**config.mk**
```make
export PLATFORM = sky130hd
export DESIGN_NAME = flash_host_ctrl
export DESIGN_NICKNAME = d
export VERILOG_FILES = /design/src/hdl/flash_host_pkg.sv /design/src/hdl/flash_bus_cycle.sv /design/src/hdl/flash_host_ctrl.sv
export VERILOG_INCLUDE_DIRS = /design/src /design/src/hdl
export SDC_FILE = /design/constraint.sdc
export NUM_CORES = 1
export LEC_CHECK = 0
export ABC_CLOCK_PERIOD_IN_PS = 3500
export BUFFER_PORTS_ARGS = -buffer_cell sky130_fd_sc_hd__clkbuf_2
export CAP_MARGIN = 20
export CORE_UTILIZATION = 60
export CTS_CLUSTER_DIAMETER = 80
export CTS_CLUSTER_SIZE = 30
export DETAILED_ROUTE_END_ITERATION = 6
export PLACE_DENSITY = 0.83
export SLEW_MARGIN = 20
export SYNTH_ARGS = -nofsm -noshare
export SYNTH_HDL_FRONTEND = slang
export SYNTH_SLANG_ARGS = --single-unit
```
**constraint.sdc**
```tcl
create_clock -name SYS_CLK -period 3.5 [get_ports SYS_CLK]
set_input_delay 0.7 -clock SYS_CLK [delete_from_list [all_inputs] [get_ports SYS_CLK]]
set_output_delay 0.7 -clock SYS_CLK [all_outputs]
set_load 0.02 [all_outputs]
```
**src/hdl/flash_host_cfg.svh**
```systemverilog
/*
 Offsets, field positions, reset values and timing counts for the
 flash status-polling controller. Assumes a 40 MHz system clock.
*/
`ifndef FLASH_HOST_CFG_SVH
`define FLASH_HOST_CFG_SVH

`define CLK_PERIOD_NS 25
`define SYNC_STAGES 2
`define T_ACCESS_NS 120
`define T_WE_LOW_NS 50
`define T_RESET_LOW_NS 500
`define T_RESET_DONE_NS 20000
`define RD_CYC ((`T_ACCESS_NS + `CLK_PERIOD_NS - 1) / `CLK_PERIOD_NS + `SYNC_STAGES)
`define WE_CYC ((`T_WE_LOW_NS + `CLK_PERIOD_NS - 1) / `CLK_PERIOD_NS)
`define RST_LOW_CYC ((`T_RESET_LOW_NS + `CLK_PERIOD_NS - 1) / `CLK_PERIOD_NS)
`define RST_DONE_CYC ((`T_RESET_DONE_NS + `CLK_PERIOD_NS - 1) / `CLK_PERIOD_NS)

`define REG_CTRL 8'h00
`define REG_ADDR 8'h04
`define REG_WDATA 8'h08
`define REG_RESULT 8'h0C
`define REG_IRQ_STAT 8'h10
`define REG_IRQ_MASK 8'h14

`define POLL_BIT 7
`define TOGGLE_BIT 6
`define FAIL_BIT 5
`define TIMER_BIT 3

`define IRQ_DONE 0
`define IRQ_FAIL 1
`define IRQ_REJECT 2
`define IRQ_W 3
`define IRQ_MASK_RESET 3'h0

`define SECTOR_ERASE_CMD 8'h30

`endif

```
**src/hdl/flash_host_pkg.sv**
```systemverilog
/*
 Types for the flash status-polling controller.
 Assumes flash_host_cfg.svh for all numeric values.
*/
package flash_host_pkg;

	typedef enum logic [2:0] {
		OP_WRITE = 3'h0,
		OP_READ = 3'h1,
		OP_POLL = 3'h2,
		OP_ADD_SECTOR = 3'h3,
		OP_RESET = 3'h4
	} op_t;

	typedef enum logic [3:0] {
		B_IDLE = 4'h1,
		B_SETUP = 4'h2,
		B_PULSE = 4'h4,
		B_HOLD = 4'h8
	} bus_state_t;

	typedef enum logic [9:0] {
		S_IDLE = 10'h001,
		S_RAW = 10'h002,
		S_POLL_FIRST = 10'h004,
		S_POLL_NEXT = 10'h008,
		S_FINAL = 10'h010,
		S_ADD_PRE = 10'h020,
		S_ADD_WR = 10'h040,
		S_ADD_POST = 10'h080,
		S_RST = 10'h100,
		S_RWAIT = 10'h200
	} ctrl_state_t;

endpackage

```
**src/hdl/flash_bus_cycle.sv**
```systemverilog
/*
 One asynchronous flash bus cycle (read or write) on the parallel pins.
 Assumes the caller issues start only while idle and waits for done.
*/
`timescale 1ns/1ps
`default_nettype none
`include "flash_host_cfg.svh"

module flash_bus_cycle import flash_host_pkg::*; (
	input wire logic clk,
	input wire logic resetn,
	input wire logic start,
	input wire logic write,
	input wire logic [19:0] addr,
	input wire logic [7:0] wdata,
	input wire logic [7:0] dq_in,
	output logic [19:0] flash_addr,
	output logic [7:0] dq_out,
	output logic dq_oe,
	output logic ce_n,
	output logic oe_n,
	output logic we_n,
	output logic [7:0] rdata,
	output logic done
);
	bus_state_t state, next_state;
	logic [3:0] cnt, next_cnt;
	logic is_wr, next_is_wr;
	logic [19:0] next_flash_addr;
	logic [7:0] next_dq_out, next_rdata, dq_meta, dq_sync;
	logic next_dq_oe, next_ce_n, next_oe_n, next_we_n, next_done;

	// Access time includes the two synchroniser stages
	always_comb begin
		next_state = state;
		next_cnt = cnt;
		next_is_wr = is_wr;
		next_flash_addr = flash_addr;
		next_dq_out = dq_out;
		next_dq_oe = dq_oe;
		next_ce_n = ce_n;
		next_oe_n = oe_n;
		next_we_n = we_n;
		next_rdata = rdata;
		next_done = 1'b0;
		unique case (state)
			B_IDLE: if (start) begin
				next_state = B_SETUP;
				next_flash_addr = addr;
				next_dq_out = wdata;
				next_dq_oe = write;
				next_is_wr = write;
				next_ce_n = 1'b0;
			end
			B_SETUP: begin
				next_state = B_PULSE;
				if (is_wr) begin
					next_we_n = 1'b0;
					next_cnt = 4'(`WE_CYC - 1);
				end else begin
					next_oe_n = 1'b0;
					next_cnt = 4'(`RD_CYC - 1);
				end
			end
			B_PULSE: if (cnt == 4'h0) begin
				next_state = B_HOLD;
				next_we_n = 1'b1;
				next_oe_n = 1'b1;
				if (!is_wr) begin
					next_rdata = dq_sync;
				end
			end else begin
				next_cnt = cnt - 4'h1;
			end
			B_HOLD: begin
				// Data held past the rising write edge
				next_state = B_IDLE;
				next_ce_n = 1'b1;
				next_dq_oe = 1'b0;
				next_done = 1'b1;
			end
		endcase
	end

	always_ff @(posedge clk or negedge resetn) begin
		if (!resetn) begin
			state <= B_IDLE;
			cnt <= 4'h0;
			is_wr <= 1'b0;
			flash_addr <= 20'h00000;
			dq_out <= 8'h00;
			dq_oe <= 1'b0;
			ce_n <= 1'b1;
			oe_n <= 1'b1;
			we_n <= 1'b1;
			rdata <= 8'h00;
			done <= 1'b0;
			dq_meta <= 8'h00;
			dq_sync <= 8'h00;
		end else begin
			state <= next_state;
			cnt <= next_cnt;
			is_wr <= next_is_wr;
			flash_addr <= next_flash_addr;
			dq_out <= next_dq_out;
			dq_oe <= next_dq_oe;
			ce_n <= next_ce_n;
			oe_n <= next_oe_n;
			we_n <= next_we_n;
			rdata <= next_rdata;
			done <= next_done;
			dq_meta <= dq_in;
			dq_sync <= dq_meta;
		end
	end
endmodule // flash_bus_cycle
`default_nettype wire

```
**src/hdl/flash_host_ctrl.sv**
```systemverilog
/*
 Host controller that drives a parallel flash and polls its status flags.
 Assumes software on a plain register port and a flash on the pins.
*/
// Chosen here: the register offsets and the address-and-strobe port.
`timescale 1ns/1ps
`default_nettype none
`include "flash_host_cfg.svh"

module flash_host_ctrl import flash_host_pkg::*; (
	input wire logic SYS_CLK,
	input wire logic RESETN,
	input wire logic [7:0] REG_ADDR,
	input wire logic [31:0] REG_WDATA,
	input wire logic REG_WR,
	input wire logic REG_RD,
	output logic [31:0] REG_RDATA,
	output logic IRQ,
	output logic [19:0] FLASH_ADDR,
	input wire logic [7:0] FLASH_DQ_IN,
	output logic [7:0] FLASH_DQ_OUT,
	output logic FLASH_DQ_OE,
	output logic FLASH_CE_N,
	output logic FLASH_OE_N,
	output logic FLASH_WE_N,
	output logic FLASH_RESET_N,
	input wire logic READY_BUSY_OUT
);
	ctrl_state_t state, next_state;
	logic [19:0] addr_reg, next_addr_reg, op_addr, next_op_addr;
	logic [7:0] wdata_reg, next_wdata_reg, bus_wdata, next_bus_wdata;
	logic [7:0] result, next_result, bus_rdata;
	logic [`IRQ_W-1:0] irq_st, next_irq_st, mask, next_mask, irq_set;
	logic [9:0] cnt, next_cnt;
	logic go, next_go, go_wr, next_go_wr, bus_done;
	logic locked, next_locked, accepted, next_accepted;
	logic prev_tog, next_prev_tog, fail_seen, next_fail_seen;
	logic pre_low, next_pre_low, rst_n_q, next_rst_n_q;
	logic rb_meta, rb_sync, next_irq;
	logic [31:0] next_rdata;
	logic ctrl_wr;
	op_t op;

	assign ctrl_wr = REG_WR && (REG_ADDR == `REG_CTRL);
	assign op = op_t'(REG_WDATA[2:0]);

	flash_bus_cycle bus (
		.clk(SYS_CLK),
		.resetn(RESETN),
		.start(go),
		.write(go_wr),
		.addr(op_addr),
		.wdata(bus_wdata),
		.dq_in(FLASH_DQ_IN),
		.flash_addr(FLASH_ADDR),
		.dq_out(FLASH_DQ_OUT),
		.dq_oe(FLASH_DQ_OE),
		.ce_n(FLASH_CE_N),
		.oe_n(FLASH_OE_N),
		.we_n(FLASH_WE_N),
		.rdata(bus_rdata),
		.done(bus_done)
	);

	always_comb begin
		next_state = state;
		next_addr_reg = addr_reg;
		next_wdata_reg = wdata_reg;
		next_mask = mask;
		next_op_addr = op_addr;
		next_bus_wdata = bus_wdata;
		next_result = result;
		next_cnt = cnt;
		next_go = 1'b0;
		next_go_wr = go_wr;
		next_locked = locked;
		next_accepted = accepted;
		next_prev_tog = prev_tog;
		next_fail_seen = fail_seen;
		next_pre_low = pre_low;
		next_rst_n_q = rst_n_q;
		irq_set = '0;
		if (REG_WR && REG_ADDR == `REG_ADDR) begin
			next_addr_reg = REG_WDATA[19:0];
		end
		if (REG_WR && REG_ADDR == `REG_WDATA) begin
			next_wdata_reg = REG_WDATA[7:0];
		end
		if (REG_WR && REG_ADDR == `REG_IRQ_MASK) begin
			next_mask = REG_WDATA[`IRQ_W-1:0];
		end
		unique case (state)
			S_IDLE: if (ctrl_wr) begin
				// Address frozen for the whole operation
				next_op_addr = addr_reg;
				next_bus_wdata = wdata_reg;
				next_go_wr = 1'b0;
				if (op == OP_RESET) begin
					next_rst_n_q = 1'b0;
					next_cnt = 10'(`RST_LOW_CYC - 1);
					next_state = S_RST;
				end else if (locked) begin
					irq_set[`IRQ_REJECT] = 1'b1;
				end else begin
					unique case (op)
						OP_WRITE: begin
							next_go = 1'b1;
							next_go_wr = 1'b1;
							next_state = S_RAW;
						end
						OP_READ: begin
							next_go = 1'b1;
							next_state = S_RAW;
						end
						OP_POLL: begin
							next_go = 1'b1;
							next_fail_seen = 1'b0;
							next_state = S_POLL_FIRST;
						end
						OP_ADD_SECTOR: begin
							next_go = 1'b1;
							next_state = S_ADD_PRE;
						end
						default: irq_set[`IRQ_REJECT] = 1'b1;
					endcase
				end
			end
			S_RAW: if (bus_done) begin
				next_result = bus_rdata;
				irq_set[`IRQ_DONE] = 1'b1;
				next_state = S_IDLE;
			end
			S_POLL_FIRST: if (bus_done) begin
				next_prev_tog = bus_rdata[`TOGGLE_BIT];
				next_go = 1'b1;
				next_state = S_POLL_NEXT;
			end
			S_POLL_NEXT: if (bus_done) begin
				next_result = bus_rdata;
				if (bus_rdata[`TOGGLE_BIT] == prev_tog) begin
					// Toggle stopped; other lines may lag
					next_go = 1'b1;
					next_state = S_FINAL;
				end else if (bus_rdata[`FAIL_BIT] && fail_seen) begin
					// Still toggling after the fail flag: give up
					next_locked = 1'b1;
					irq_set[`IRQ_FAIL] = 1'b1;
					next_state = S_IDLE;
				end else begin
					next_fail_seen = bus_rdata[`FAIL_BIT];
					next_prev_tog = bus_rdata[`TOGGLE_BIT];
					next_go = 1'b1;
				end
			end
			S_FINAL: if (bus_done) begin
				next_result = bus_rdata;
				irq_set[`IRQ_DONE] = 1'b1;
				next_state = S_IDLE;
			end
			S_ADD_PRE: if (bus_done) begin
				next_pre_low = !bus_rdata[`TIMER_BIT];
				next_bus_wdata = `SECTOR_ERASE_CMD;
				next_go = 1'b1;
				next_go_wr = 1'b1;
				next_state = S_ADD_WR;
			end
			S_ADD_WR: if (bus_done) begin
				next_go = 1'b1;
				next_go_wr = 1'b0;
				next_state = S_ADD_POST;
			end
			S_ADD_POST: if (bus_done) begin
				next_result = bus_rdata;
				next_accepted = pre_low && !bus_rdata[`TIMER_BIT];
				if (pre_low && !bus_rdata[`TIMER_BIT]) begin
					irq_set[`IRQ_DONE] = 1'b1;
				end else begin
					irq_set[`IRQ_REJECT] = 1'b1;
				end
				next_state = S_IDLE;
			end
			S_RST: if (cnt == 10'h000) begin
				next_rst_n_q = 1'b1;
				next_cnt = 10'(`RST_DONE_CYC - 1);
				next_state = S_RWAIT;
			end else begin
				next_cnt = cnt - 10'h001;
			end
			S_RWAIT: if (cnt != 10'h000) begin
				next_cnt = cnt - 10'h001;
			end else if (rb_sync) begin
				// Reset done: failure cleared
				next_locked = 1'b0;
				irq_set[`IRQ_DONE] = 1'b1;
				next_state = S_IDLE;
			end
		endcase
		// A new event wins over a write-one clear in the same cycle
		next_irq_st = irq_st | irq_set;
		if (REG_WR && REG_ADDR == `REG_IRQ_STAT) begin
			next_irq_st = (irq_st & ~REG_WDATA[`IRQ_W-1:0]) | irq_set;
		end
		next_irq = |(irq_st & mask);
		next_rdata = 32'h00000000;
		if (REG_RD) begin
			unique case (REG_ADDR)
				`REG_CTRL: next_rdata = {28'h0000000, state != S_IDLE,
					locked, accepted, rb_sync};
				`REG_ADDR: next_rdata = {12'h000, addr_reg};
				`REG_WDATA: next_rdata = {24'h000000, wdata_reg};
				`REG_RESULT: next_rdata = {24'h000000, result};
				`REG_IRQ_STAT: next_rdata = {29'h0, irq_st};
				`REG_IRQ_MASK: next_rdata = {29'h0, mask};
				default: next_rdata = 32'h00000000;
			endcase
		end
	end

	always_ff @(posedge SYS_CLK or negedge RESETN) begin
		if (!RESETN) begin
			state <= S_IDLE;
			addr_reg <= 20'h00000;
			wdata_reg <= 8'h00;
			mask <= `IRQ_MASK_RESET;
			op_addr <= 20'h00000;
			bus_wdata <= 8'h00;
			result <= 8'h00;
			cnt <= 10'h000;
			go <= 1'b0;
			go_wr <= 1'b0;
			locked <= 1'b0;
			accepted <= 1'b0;
			prev_tog <= 1'b0;
			fail_seen <= 1'b0;
			pre_low <= 1'b0;
			rst_n_q <= 1'b1;
			irq_st <= '0;
			IRQ <= 1'b0;
			REG_RDATA <= 32'h00000000;
			rb_meta <= 1'b0;
			rb_sync <= 1'b0;
		end else begin
			state <= next_state;
			addr_reg <= next_addr_reg;
			wdata_reg <= next_wdata_reg;
			mask <= next_mask;
			op_addr <= next_op_addr;
			bus_wdata <= next_bus_wdata;
			result <= next_result;
			cnt <= next_cnt;
			go <= next_go;
			go_wr <= next_go_wr;
			locked <= next_locked;
			accepted <= next_accepted;
			prev_tog <= next_prev_tog;
			fail_seen <= next_fail_seen;
			pre_low <= next_pre_low;
			rst_n_q <= next_rst_n_q;
			irq_st <= next_irq_st;
			IRQ <= next_irq;
			REG_RDATA <= next_rdata;
			rb_meta <= READY_BUSY_OUT;
			rb_sync <= rb_meta;
		end
	end

	assign FLASH_RESET_N = rst_n_q;
endmodule // flash_host_ctrl
`default_nettype wire

```
# Word-level counts from Yosys, hierarchy flattened
# Index checks and enable logic that the tools add are counted.
[word_totals]
elab_cells = 237
n_memories = 0
in_bits = 53
out_inout_bits = 66
rom_bits = 0
latch_bits = 0
ram_bits = 0
ff_bits = 199
[classes]
mux = 97
eq_ne = 50
bitwise_logic = 6
mul = 0
addsub = 2
order_cmp = 0
n_div = 0
n_shift = 0
reduce_logical = 48
[ops]
columns = ["op", "count"]
rows = [
  ["10-bit 2-to-1 mux", 17],
  ["20-bit case mux with 6 select lines", 1],
  ["10-bit case mux with 8 select lines", 1],
  ["10-bit case mux with 3 select lines", 2],
  ["1-bit 2-to-1 mux", 53],
  ["2-bit != test, second input constant", 14],
  ["20-bit 2-to-1 mux", 1],
  ["1-bit case mux with 2 select lines", 9],
  ["8-bit by 4-bit == test with 1-bit output, second input constant", 2],
  ["8-bit by 5-bit == test with 1-bit output, second input constant", 2],
  ["8-bit 2-to-1 mux", 2],
  ["2-bit by 1-bit != test with 1-bit output, second input constant", 8],
  ["4-bit case mux with 4 select lines", 1],
  ["8-bit case mux with 2 select lines", 1],
  ["2-bit AND reduction", 8],
  ["2-bit nonzero test", 7],
  ["4-bit 2-to-1 mux", 3],
  ["12-bit AND reduction", 1],
  ["3-bit AND reduction", 4],
  ["4-bit AND reduction", 3],
  ["10-bit by 1-bit == test with 1-bit output, second input constant", 1],
  ["10-bit == test, second input constant", 1],
  ["10-bit by 2-bit == test with 1-bit output, second input constant", 1],
  ["10-bit by 3-bit == test with 1-bit output, second input constant", 1],
  ["41 further kinds", 59],
]

# Depth between registers and ports, before layout
# Gate-level depths: netlist (run 1).
[logic_depth]
depth_word = 9
ltp_mapped = 10
depth_no_buf = 8

# Modules after synthesis
# Synthesis (run 1) repeated with hierarchy kept, for this count alone.
[hier_totals]
hier_cells = 681
area_unflattened_um2 = 8029.0
[modules_own_cells]
columns = ["mod", "cells_each", "area_each_um2", "instances", "seq_area_each_um2"]
rows = [
  ["flash_host_ctrl", 526, 5599.1, 1, 3030.4],
  ["flash_bus_cycle", 155, 2429.8, 1, 1656.6],
]

# Least setup slack after synthesis (run 1)
# Ideal clock, no wire load.
[synth_path]
path_kind = "in2reg"
from = "input port REG_ADDR[3]"
to = "register state[1]"
t_required_ps = 3375
arrival_time_ps = 2397
setup_slack_ps = 978
setup_time_ps = 125
n_path_buf = 1
stages = 7
path_cell_list = "clkbuf_1 -> nor3b_1 -> nand3_1 -> o21a_1 -> a31oi_1 -> o211ai_4 -> mux2_4"
[synth_via]
elab_chain_cells = 4
[synth_lines]
columns = ["item", "line", "text"]
rows = [
  ["from (decl)", "flash_host_ctrl.sv:13", "input wire logic [7:0] REG_ADDR,"],
  ["8-bit zero test", "n/a", ""],
  ["1-bit logical AND", "flash_host_ctrl.sv:44", "assign ctrl_wr = REG_WR && (REG_ADDR == `REG_CTRL);"],
  ["2-bit != test (no source line)", "n/a", ""],
  ["12-bit AND reduction (no source line)", "n/a", ""],
  ["to (signal assigned)", "flash_host_ctrl.sv:243", "state <= next_state;"],
  ["to (decl)", "flash_host_ctrl.sv:29", "ctrl_state_t state, next_state;"],
]
# No other way between the ends.
# A chain may end at the register's enable or synchronous reset.

# Final worst setup path (run 1)
[layout_path]
from = "input port REG_ADDR[2]"
to = "register state[3]"
# The elaborated chain is that of the path after synthesis.

==> results.ini, run 1 <==
[run_status]
outcome=completed

[clock_network]
cts_buffer_depth=2
clkSinkCount=187
htreeDepth=4
post_cts_resized=0
postCtsHoldBufs=0
cts_buffers=17
path_clk_slew_ns=0.07
cts_tree=yes
insertion_delay_ns=0.44
root_buffer=clkbuf_16
postCtsSetupBuffers=0

[floorplan]
initial_core_util_pct=62.60
dieHeight_um=117.7
fp-row-count=41
die_w_um=117.7
die_area_um2=13850
boundaryPins=119
core_um2=12820

[worst_setup_path]
crit_path_end_kind=register
path_class=in2reg
cp.arrival_ns=2.99
worst-endpoint-required_ns=3.82
startpoint_type=input port
critPathMaxFanout=14

[route]
vias=5816
dr.pass1.iters=7
drc=0
first_iter_violations=468
totalWireLength_um=17980
ant_nets=0
avgRoutedWirePerCell_um=18.27
viasPerCell=5.911

[sta]
final_hold_viol_count=0
maxSlewViolCount=0
clock-skew-final_ns=0.01198
relSlewSlack_pct=33.10
finalSetupTns_ns=0
fin_crit_sh_pct=76.10
tightest_slew_ns=1.002
worst_slack_ns=0.8366
fin_hold_ws_ns=0.2824
fmax_ghz=0.3755
finalSetupViolations=0
period_minus_slack_ns=2.663
rsz0062_at_grt=false

[finish]
diodes=0
fin_util_pct=72.02
fin_area_um2=9236
seq_area_um2=4687
drive_gt1_share_pct=28.82
area_growth_pct=15.04
fill_cells=868
multi_input_area_um2=3126
nets=855

[synthesis]
ys.flop_type=dfrtp_1
synth_seq_cells=187
yosysSeqAreaShare_pct=58.38
synth.avg_cell_area_um2=11.32
syn-cell-area_um2=8029
ys_warn_count=0
async_reset_ff_share_pct=100.0
netlist_instances=709
post_synth_num_cell_types=68
synth_edf_count=0

[power_and_ir_drop]
peakVddDrop_uv=547.3
p_leak_uw=0.004592
power.density_nw_per_um2=671.0

[grt]
grt_pass1_vias=5974
groute.usage.overall_pct=27.69
grt_start_max_net_pins=83
antenna_found_initial=0
grt_pass1_wl_um=29490
grt_remaining_overflow=0

[placement]
placed_area_um2=8627
pre_cts_slack_ns=0.5119
port_buffers=94
gp_congestion=0.8501
dp_hpwl_um=12040

[flow_run]
maxCapViolCount=0

[worst_hold_path]
hold_class=in2async

cell type report:
| type | count | area share [%] |
|---|---|---|
| clock inverter | 12 | 1.680 |
| sequential | 187 | 50.75 |
| timing repair buffer | 102 | 6.082 |
| inverter | 12 | 0.4877 |
| multi-input combinational | 479 | 33.84 |
| clock buffer | 20 | 4.836 |
| tap | 172 | 2.330 |
path summary, 6_finish.rpt:
check / from / endpoint / slack [ns] / depth (start not counted)
max in group asynchronous: RESETN / result[0] / 2.39 / 2
setup reg to reg: state[1] / state[3] / 0.91 / 6
min in group SYS_CLK: rb_meta / rb_sync / 0.35 / 0
hold reg to reg: rb_meta / rb_sync / 0.35 / 0
hold / removal: RESETN / cnt[7] / 0.28 / 1
setup / recovery: REG_ADDR[2] / state[3] / 0.84 / 7
synthesized netlist by cell type, types with 4 or more instances:
cell        n  area share (%)
nand3b_1    5            0.47
nand2b_1    9            0.70
mux2i_1     4            0.50
nor4_1      5            0.39
o21ai_0    40             2.5
buf_4      12             1.1
dfrtp_1   181              56
buf_2       4            0.25
a21oi_1     9            0.56
nand4_1     7            0.55
inv_1      12            0.56
a31oi_1     4            0.31
a21o_1      4            0.37
clkbuf_1   23             1.1
nor3_1     13            0.81
dfstp_2     6             2.0
nand3_1    10            0.62
nor2_1     32             1.5
a22oi_1     8            0.75
nor2b_1    10            0.78
mux2_2     77              11
and3_1      6            0.47
and2_1     14             1.1
nand2_1   143             6.7
per-layer routing:
layer  GRT usage (%)  share of wire, %
met3           8.236               5.4
met2           45.26                51
met4           12.50               3.0
met5               0                 0
met1           34.02                41
critical path, cell delays in order:
cell and delay [ns]:
clkbuf_2 0.22, nor3b_1 0.49, nand3_1 0.30, o21a_1 0.27, a31oi_1 0.41, o211ai_4 0.24
mux2_4 0.34
placed cells by master, fill, tap and decap left out, types with 4 or more instances in the layout:
| master | count |
|---|---|
| nand4_1 | 7 |
| nor2b_1 | 10 |
| a21o_1 | 4 |
| nand2_1 | 143 |
| o21ai_0 | 40 |
| dfstp_2 | 6 |
| inv_1 | 12 |
| clkbuf_2 | 93 |
| nor3_1 | 13 |
| and2_1 | 14 |
| buf_4 | 6 |
| nor2_1 | 31 |
| conb_1 | 12 |
| and3_1 | 6 |
| mux2i_1 | 4 |
| nor4_1 | 5 |
| nand3_1 | 10 |
| a21oi_1 | 9 |
| mux2_2 | 77 |
| a22oi_1 | 8 |
| nand3b_1 | 5 |
| nand2b_1 | 9 |
| clkbuf_16 | 17 |
| a31oi_1 | 4 |
| dfrtp_1 | 181 |
report_power, final:
part	internal [µW]	switching (µW)	leakage, µW	total, µW
Sequential	2500	317	0.00244	2810
Clock	1090	862	0.000286	1960
Combinational	588	841	0.00187	1430
per-stage QoR:
step	power, µW	instances
6_report	6198	984
5_1_grt	6485	984
4_1_cts	6199	984
3_5_place_dp	4238	952
3_3_place_gp	4154	952
2_1_floorplan	3839	720
kinds of logic after synthesis:
group / synth area share, %
and+or+nand+nor: 16.94
DFF: 58.38
AOI/OAI and AO/OA: 8.150
muxes: 12.14
buffers and inverters: 3.335
xor gates and xnor gates: 0.5455
adders and majority gates: 0.4676
other: 0.04671
(Power assumes the default switching activity.)
==> run 2: changes to the inputs <==
- ABC_CLOCK_PERIOD_IN_PS: 3500 -> 2700
- CORE_UTILIZATION: 60 -> 57
- PLACE_DENSITY: 0.83 -> 0.8
- clock period: 3.5 -> 2.7 ns (I/O delays scaled with it)
==> results.ini, run 2 (same netlist as run 1, synthesis figures left out) <==
[worst_setup_path]
crit_path_end_kind=register  ; unchanged
rrSetupSlack_ns=0.26  ; was 0.91 ns
critPathMaxFanout=7  ; was 14
worst-endpoint-required_ns=3.02  ; was 3.82 ns
r2r_cells=6  ; unchanged
path_class=reg2reg  ; was in2reg
timing.rr.end=state[3]  ; unchanged
startpoint_type=register  ; was input port
cp.arrival_ns=2.75  ; was 2.99 ns
cp-startpoint=state[8]  ; was REG_ADDR[2]
crit_path_end=state[3]  ; unchanged
r2r-start=state[8]  ; was state[1]

[finish]
nets=875  ; was 855
fill_cells=978  ; was 868
area_growth_pct=16.77  ; was 15.04%
final_common_cell=dfrtp_1  ; unchanged
diodes=0  ; unchanged
layout_common_cells=dfrtp_1, nand2_1, clkbuf_2  ; unchanged
fin_util_pct=67.80  ; was 72.02%
drive_gt1_share_pct=30.69  ; was 28.82%

[clock_network]
cts_buffers=17  ; unchanged
path_clk_slew_ns=0.07  ; about the same
root_buffer=clkbuf_16  ; unchanged
post_cts_resized=0  ; unchanged
insertion_delay_ns=0.43  ; was 0.44 ns
postCtsSetupBuffers=0  ; unchanged
cts_buffer_depth=2  ; unchanged
cts_tree=yes  ; unchanged
postCtsHoldBufs=0  ; unchanged
htreeDepth=4  ; unchanged
clkSinkCount=187  ; unchanged

[sta]
tightest_slew_ns=0.7606  ; was 1.002 ns
maxSlewViolCount=0  ; unchanged
fmax_ghz=0.4105
clock-skew-final_ns=0.009629  ; was 0.01198 ns
relSlewSlack_pct=48.95  ; was 33.10%
finalSetupTns_ns=0  ; unchanged
fin_crit_sh_pct=90.22
worst_slack_ns=0.2642  ; was 0.8366 ns
rsz0062_at_grt=false  ; unchanged
final_hold_viol_count=0  ; unchanged
finalSetupViolations=0  ; unchanged
period_minus_slack_ns=2.436

[grt]
grt_start_max_net_pins=67  ; was 83
antenna_found_initial=0  ; unchanged
groute.usage.overall_pct=25.72  ; was 27.69%
grt_remaining_overflow=0  ; unchanged
grt_pass1_vias=5787  ; was 5974
grt_pass1_wl_um=28670  ; was 29490 µm

[power_and_ir_drop]
p_leak_uw=0.004685  ; was 0.004592 µW
peakVddDrop_uv=487.1  ; was 547.3 µV
power.density_nw_per_um2=843.2  ; was 671.0 nW/µm²

[route]
vias=5661  ; was 5816
first_iter_violations=433  ; was 468
ant_nets=0  ; unchanged
totalWireLength_um=17000  ; was 17980 µm
avgRoutedWirePerCell_um=16.82  ; was 18.27 µm
top_layer=met4  ; unchanged
drc=0  ; unchanged
viasPerCell=5.599  ; was 5.911
dr.pass1.iters=4  ; was 7
wl_met1_um=7384  ; was 7299 µm
wl_met2_um=8310  ; was 9156 µm
wl_met3_um=795  ; was 979 µm

[floorplan]
fp-row-count=43  ; was 41
initial_core_util_pct=58.07  ; was 62.60%
die_area_um2=14560  ; was 13850 µm²
dieHeight_um=120.7  ; was 117.7 µm
boundaryPins=119  ; unchanged
die_w_um=120.7  ; was 117.7 µm
core_um2=13830  ; was 12820 µm²

[worst_hold_path]
hold_class=in2async  ; unchanged

[placement]
gp_congestion=0.8744  ; was 0.8501
pre_cts_slack_ns=0.2817  ; was 0.5119 ns
port_buffers=94  ; unchanged
dp_hpwl_um=12000  ; was 12040 µm

[run_status]
outcome=completed  ; unchanged

[flow_run]
maxCapViolCount=0  ; unchanged

-- run 2: changes by cell type in the layout (fill, tap and decap cells not counted) --
cell and change:
buf_12 +1, bufinv_16 -2, inv_6 +1, clkbuf_1 -2, clkinv_2 -1, clkinv_4 +3
buf_4 +19, clkinvlp_4 -1, inv_8 +1
-- run 2: worst min-delay path by stage --
stage	to	depth (start not counted)
after global placement	bus.dq_sync[7]	0
after floorplan	IRQ	0
after global routing	cnt[1]	1
after detailed placement	bus.dq_sync[1]	0
after CTS	cnt[0]	1
final	cnt[0]	1
-- run 2: routing by layer --
metal / global-route usage (%) / vias to the layer above
met5: 0 / -
met4: 11.96 / 0
met3: 5.708 / 40
met2: 41.09 / 142
met1: 33.61 / 2814
li1: - / 2665
-- run 2: final cells by class --
type                    count  area, µm²  share of cell area, %
flip-flops and latches    187       4687                  49.99
multi-input cells         479       3126                  33.34
repair buffers            122      724.4                  7.727
clock buffers              18      439.2                  4.684
well taps                 180      225.2                  2.402
clock inverters            13      128.9                  1.375
inverters                  12      45.04                 0.4804
-- run 2: critical path, stage by stage, from the launching register on --
cell and delay, ns:
dfrtp_1 0.45, or3_1 0.44, or4_4 0.52, a21oi_4 0.16, a31oi_4 0.08, o211ai_4 0.35
mux2_4 0.33
-- run 2: per-stage QoR --
step | hold slack [ns] | std cells | instance area (µm²) | power (µW)
2_1_floorplan | 0.2444 | 720 | 8070 | 4977
3_3_place_gp | 0.3328 | 980 | 8800 | 5493
3_5_place_dp | 0.3347 | 980 | 8807 | 5592
4_1_cts | 0.1248 | 1011 | 9375 | 7953
5_1_grt | 0.1510 | 1011 | 9375 | 8326
6_report | 0.1055 | 1011 | 9375 | 7905
-- run 2: where the power goes --
| group | switching (µW) | total [µW] | internal, µW |
|---|---|---|---|
| logic | 1080 | 1920 | 848 |
| registers | 387 | 3620 | 3230 |
| clock network | 1120 | 2360 | 1240 |
| total | 2580 | 7900 | 5320 |
==> run 3: changes to the inputs <==
- CORE_MARGIN: not set -> 3
==> results.ini, run 3 (same netlist as run 1, synthesis figures left out) <==
[run_status]
outcome=completed  ; unchanged

[clock_network]
cts_buffer_depth=2  ; unchanged
root_buffer=clkbuf_16  ; unchanged
post_cts_resized=0  ; unchanged
cts_buffers=17  ; unchanged
path_clk_slew_ns=0.07  ; about the same
postCtsHoldBufs=0  ; unchanged
htreeDepth=4  ; unchanged
postCtsSetupBuffers=0  ; unchanged
clkSinkCount=187  ; unchanged
insertion_delay_ns=0.43  ; about the same
cts_tree=yes  ; unchanged

[sta]
clock-skew-final_ns=0.01013  ; was 0.009629 ns
finalSetupTns_ns=0  ; unchanged
relSlewSlack_pct=41.78  ; was 48.95%
maxSlewViolCount=0  ; unchanged
period_minus_slack_ns=2.497  ; was 2.436 ns
fin_hold_ws_ns=0.1288  ; was 0.1055 ns
rsz0062_at_grt=false  ; unchanged
fmax_ghz=0.4006  ; was 0.4105 GHz
fin_crit_sh_pct=92.46  ; was 90.22%
finalSetupViolations=0  ; unchanged
tightest_slew_ns=0.8675  ; was 0.7606 ns
final_hold_viol_count=0  ; unchanged

[route]
vias=5837  ; was 5661
ant_nets=0  ; unchanged
dr.pass1.iters=5  ; was 4
drc=0  ; unchanged
avgRoutedWirePerCell_um=18.22  ; was 16.82 µm
first_iter_violations=452  ; was 433
totalWireLength_um=18230  ; was 17000 µm
viasPerCell=5.831  ; was 5.599

[power_and_ir_drop]
power.density_nw_per_um2=854.9  ; was 843.2 nW/µm²
p_leak_uw=0.004657  ; was 0.004685 µW
peakVddDrop_uv=538.9  ; was 487.1 µV
p_total_uw=7989  ; was 7905 µW

[grt]
antenna_found_initial=0  ; unchanged
groute.usage.overall_pct=24.22  ; was 25.72%
grt_pass1_wl_um=30230  ; was 28670 µm
grt_start_max_net_pins=75  ; was 67
grt_remaining_overflow=0  ; unchanged
grt_pass1_vias=6042  ; was 5787

[flow_run]
maxCapViolCount=0  ; unchanged

[worst_setup_path]
r2r-start=state[8]  ; unchanged
cp.arrival_ns=2.81  ; was 2.75 ns
critPathBufInv=0  ; unchanged
slowest_delay_ns=0.52  ; about the same
slowest_stage=nor3_1  ; was or4_4
worst-endpoint-required_ns=3.01  ; was 3.02 ns
critPathMaxFanout=8  ; was 7
rrSetupSlack_ns=0.20  ; was 0.26 ns
worstPathCellList=nor3_1 -> nand2_1 -> o31ai_1 -> o21ai_1 -> mux2_2  ; was or3_1 -> or4_4 -> a21oi_4 -> a31oi_4 -> o211ai_4 -> mux2_4
timing.rr.end=result[4]  ; was state[3]
path_class=reg2reg  ; unchanged
crit_family=simple AND/OR/NAND/NOR gates  ; unchanged
r2r_cells=5  ; was 6
crit_path_end_kind=register  ; unchanged
startpoint_type=register  ; unchanged

[finish]
diodes=0  ; unchanged
area_growth_pct=16.39  ; was 16.77%
fill_cells=940  ; was 978
drive_gt1_share_pct=30.06  ; was 30.69%
nets=869  ; was 875
final_cells=1001  ; was 1011
layout_common_cells=dfrtp_1, nand2_1, clkbuf_2  ; unchanged
final_common_cell=dfrtp_1  ; unchanged
multi_input_area_um2=3126  ; unchanged
seq_area_um2=4687  ; unchanged

[placement]
place_inst=970  ; was 980
gp_congestion=0.9294  ; was 0.8744
port_buffers=94  ; unchanged
dp_hpwl_um=12560  ; was 12000 µm

[floorplan]
boundaryPins=119  ; unchanged
core_um2=13510  ; was 13830 µm²
die_w_um=124.7  ; was 120.7 µm
die_area_um2=15550  ; was 14560 µm²
dieHeight_um=124.7  ; was 120.7 µm
initial_core_util_pct=59.45  ; was 58.07%
fp-row-count=42  ; was 43

[worst_hold_path]
hold_class=in2async  ; unchanged

run 3: changes by cell type in the layout (fill, tap and decap cells not counted):
cell / previous run / this run
clkinv_4: 3 / 2
clkbuf_8: 1 / 0
clkinvlp_4: 2 / 3
buf_4: 25 / 19
inv_6: 3 / 2
inv_8: 4 / 2
clkbuf_1: 0 / 1
clkinv_8: 1 / 3
bufinv_16: 0 / 1
run 3: stage by stage:
step	worst slack [ns]	instance area [µm²]	util [%]
floorplan	0.3379	8070	-
global placement	0.2199	8750	64.79
detailed placement	0.1445	8757	64.84
CTS	0.2301	9345	69.20
global route	0.08086	9345	69.20
finish	0.2035	9345	69.20
run 3: routing by layer:
layer	track usage, %	vias to the layer above	routed length, µm
met5	0	-	0
met3	5.746	60	1059
li1	-	2648	-
met1	29.40	2910	7164
met2	41.60	219	9359
met4	9.994	0	650
run 3: power breakdown:
group          internal, µW  switching, µW  leakage, µW
clock network          1310           1150     0.000275
logic                   797           1090      0.00194
registers              3230            407      0.00244
total                  5340           2650      0.00466
run 3: how the worst max path moves through the flow:
stage                     start         to  slack [ns]  cells after the start
floorplan           REG_ADDR[3]   state[1]        0.34                      7
global placement    REG_ADDR[1]   state[1]        0.22                      7
detailed placement  REG_ADDR[1]   state[7]        0.14                      7
CTS                    state[1]  result[4]        0.23                      7
global route           state[1]  result[5]        0.08                      7
finish                 state[8]  result[4]        0.20                      5
run 3: worst register-to-register path: cells and delay by family, from the launching register on:
kind / cells / cell delay [ns]
AND/OR/NAND/NOR: 2 / 0.76
flip-flops: 1 / 0.46
multiplexers: 1 / 0.41
AO/OA/AOI/OAI: 2 / 0.75
run 3: final cells by class:
class	count	area share, %
multi-input cells	479	33.44
well taps	176	2.356
repair buffers	116	7.270
clock buffers	18	4.592
clock inverters	13	1.700
inverters	12	0.4820
flip-flops and latches	187	50.15
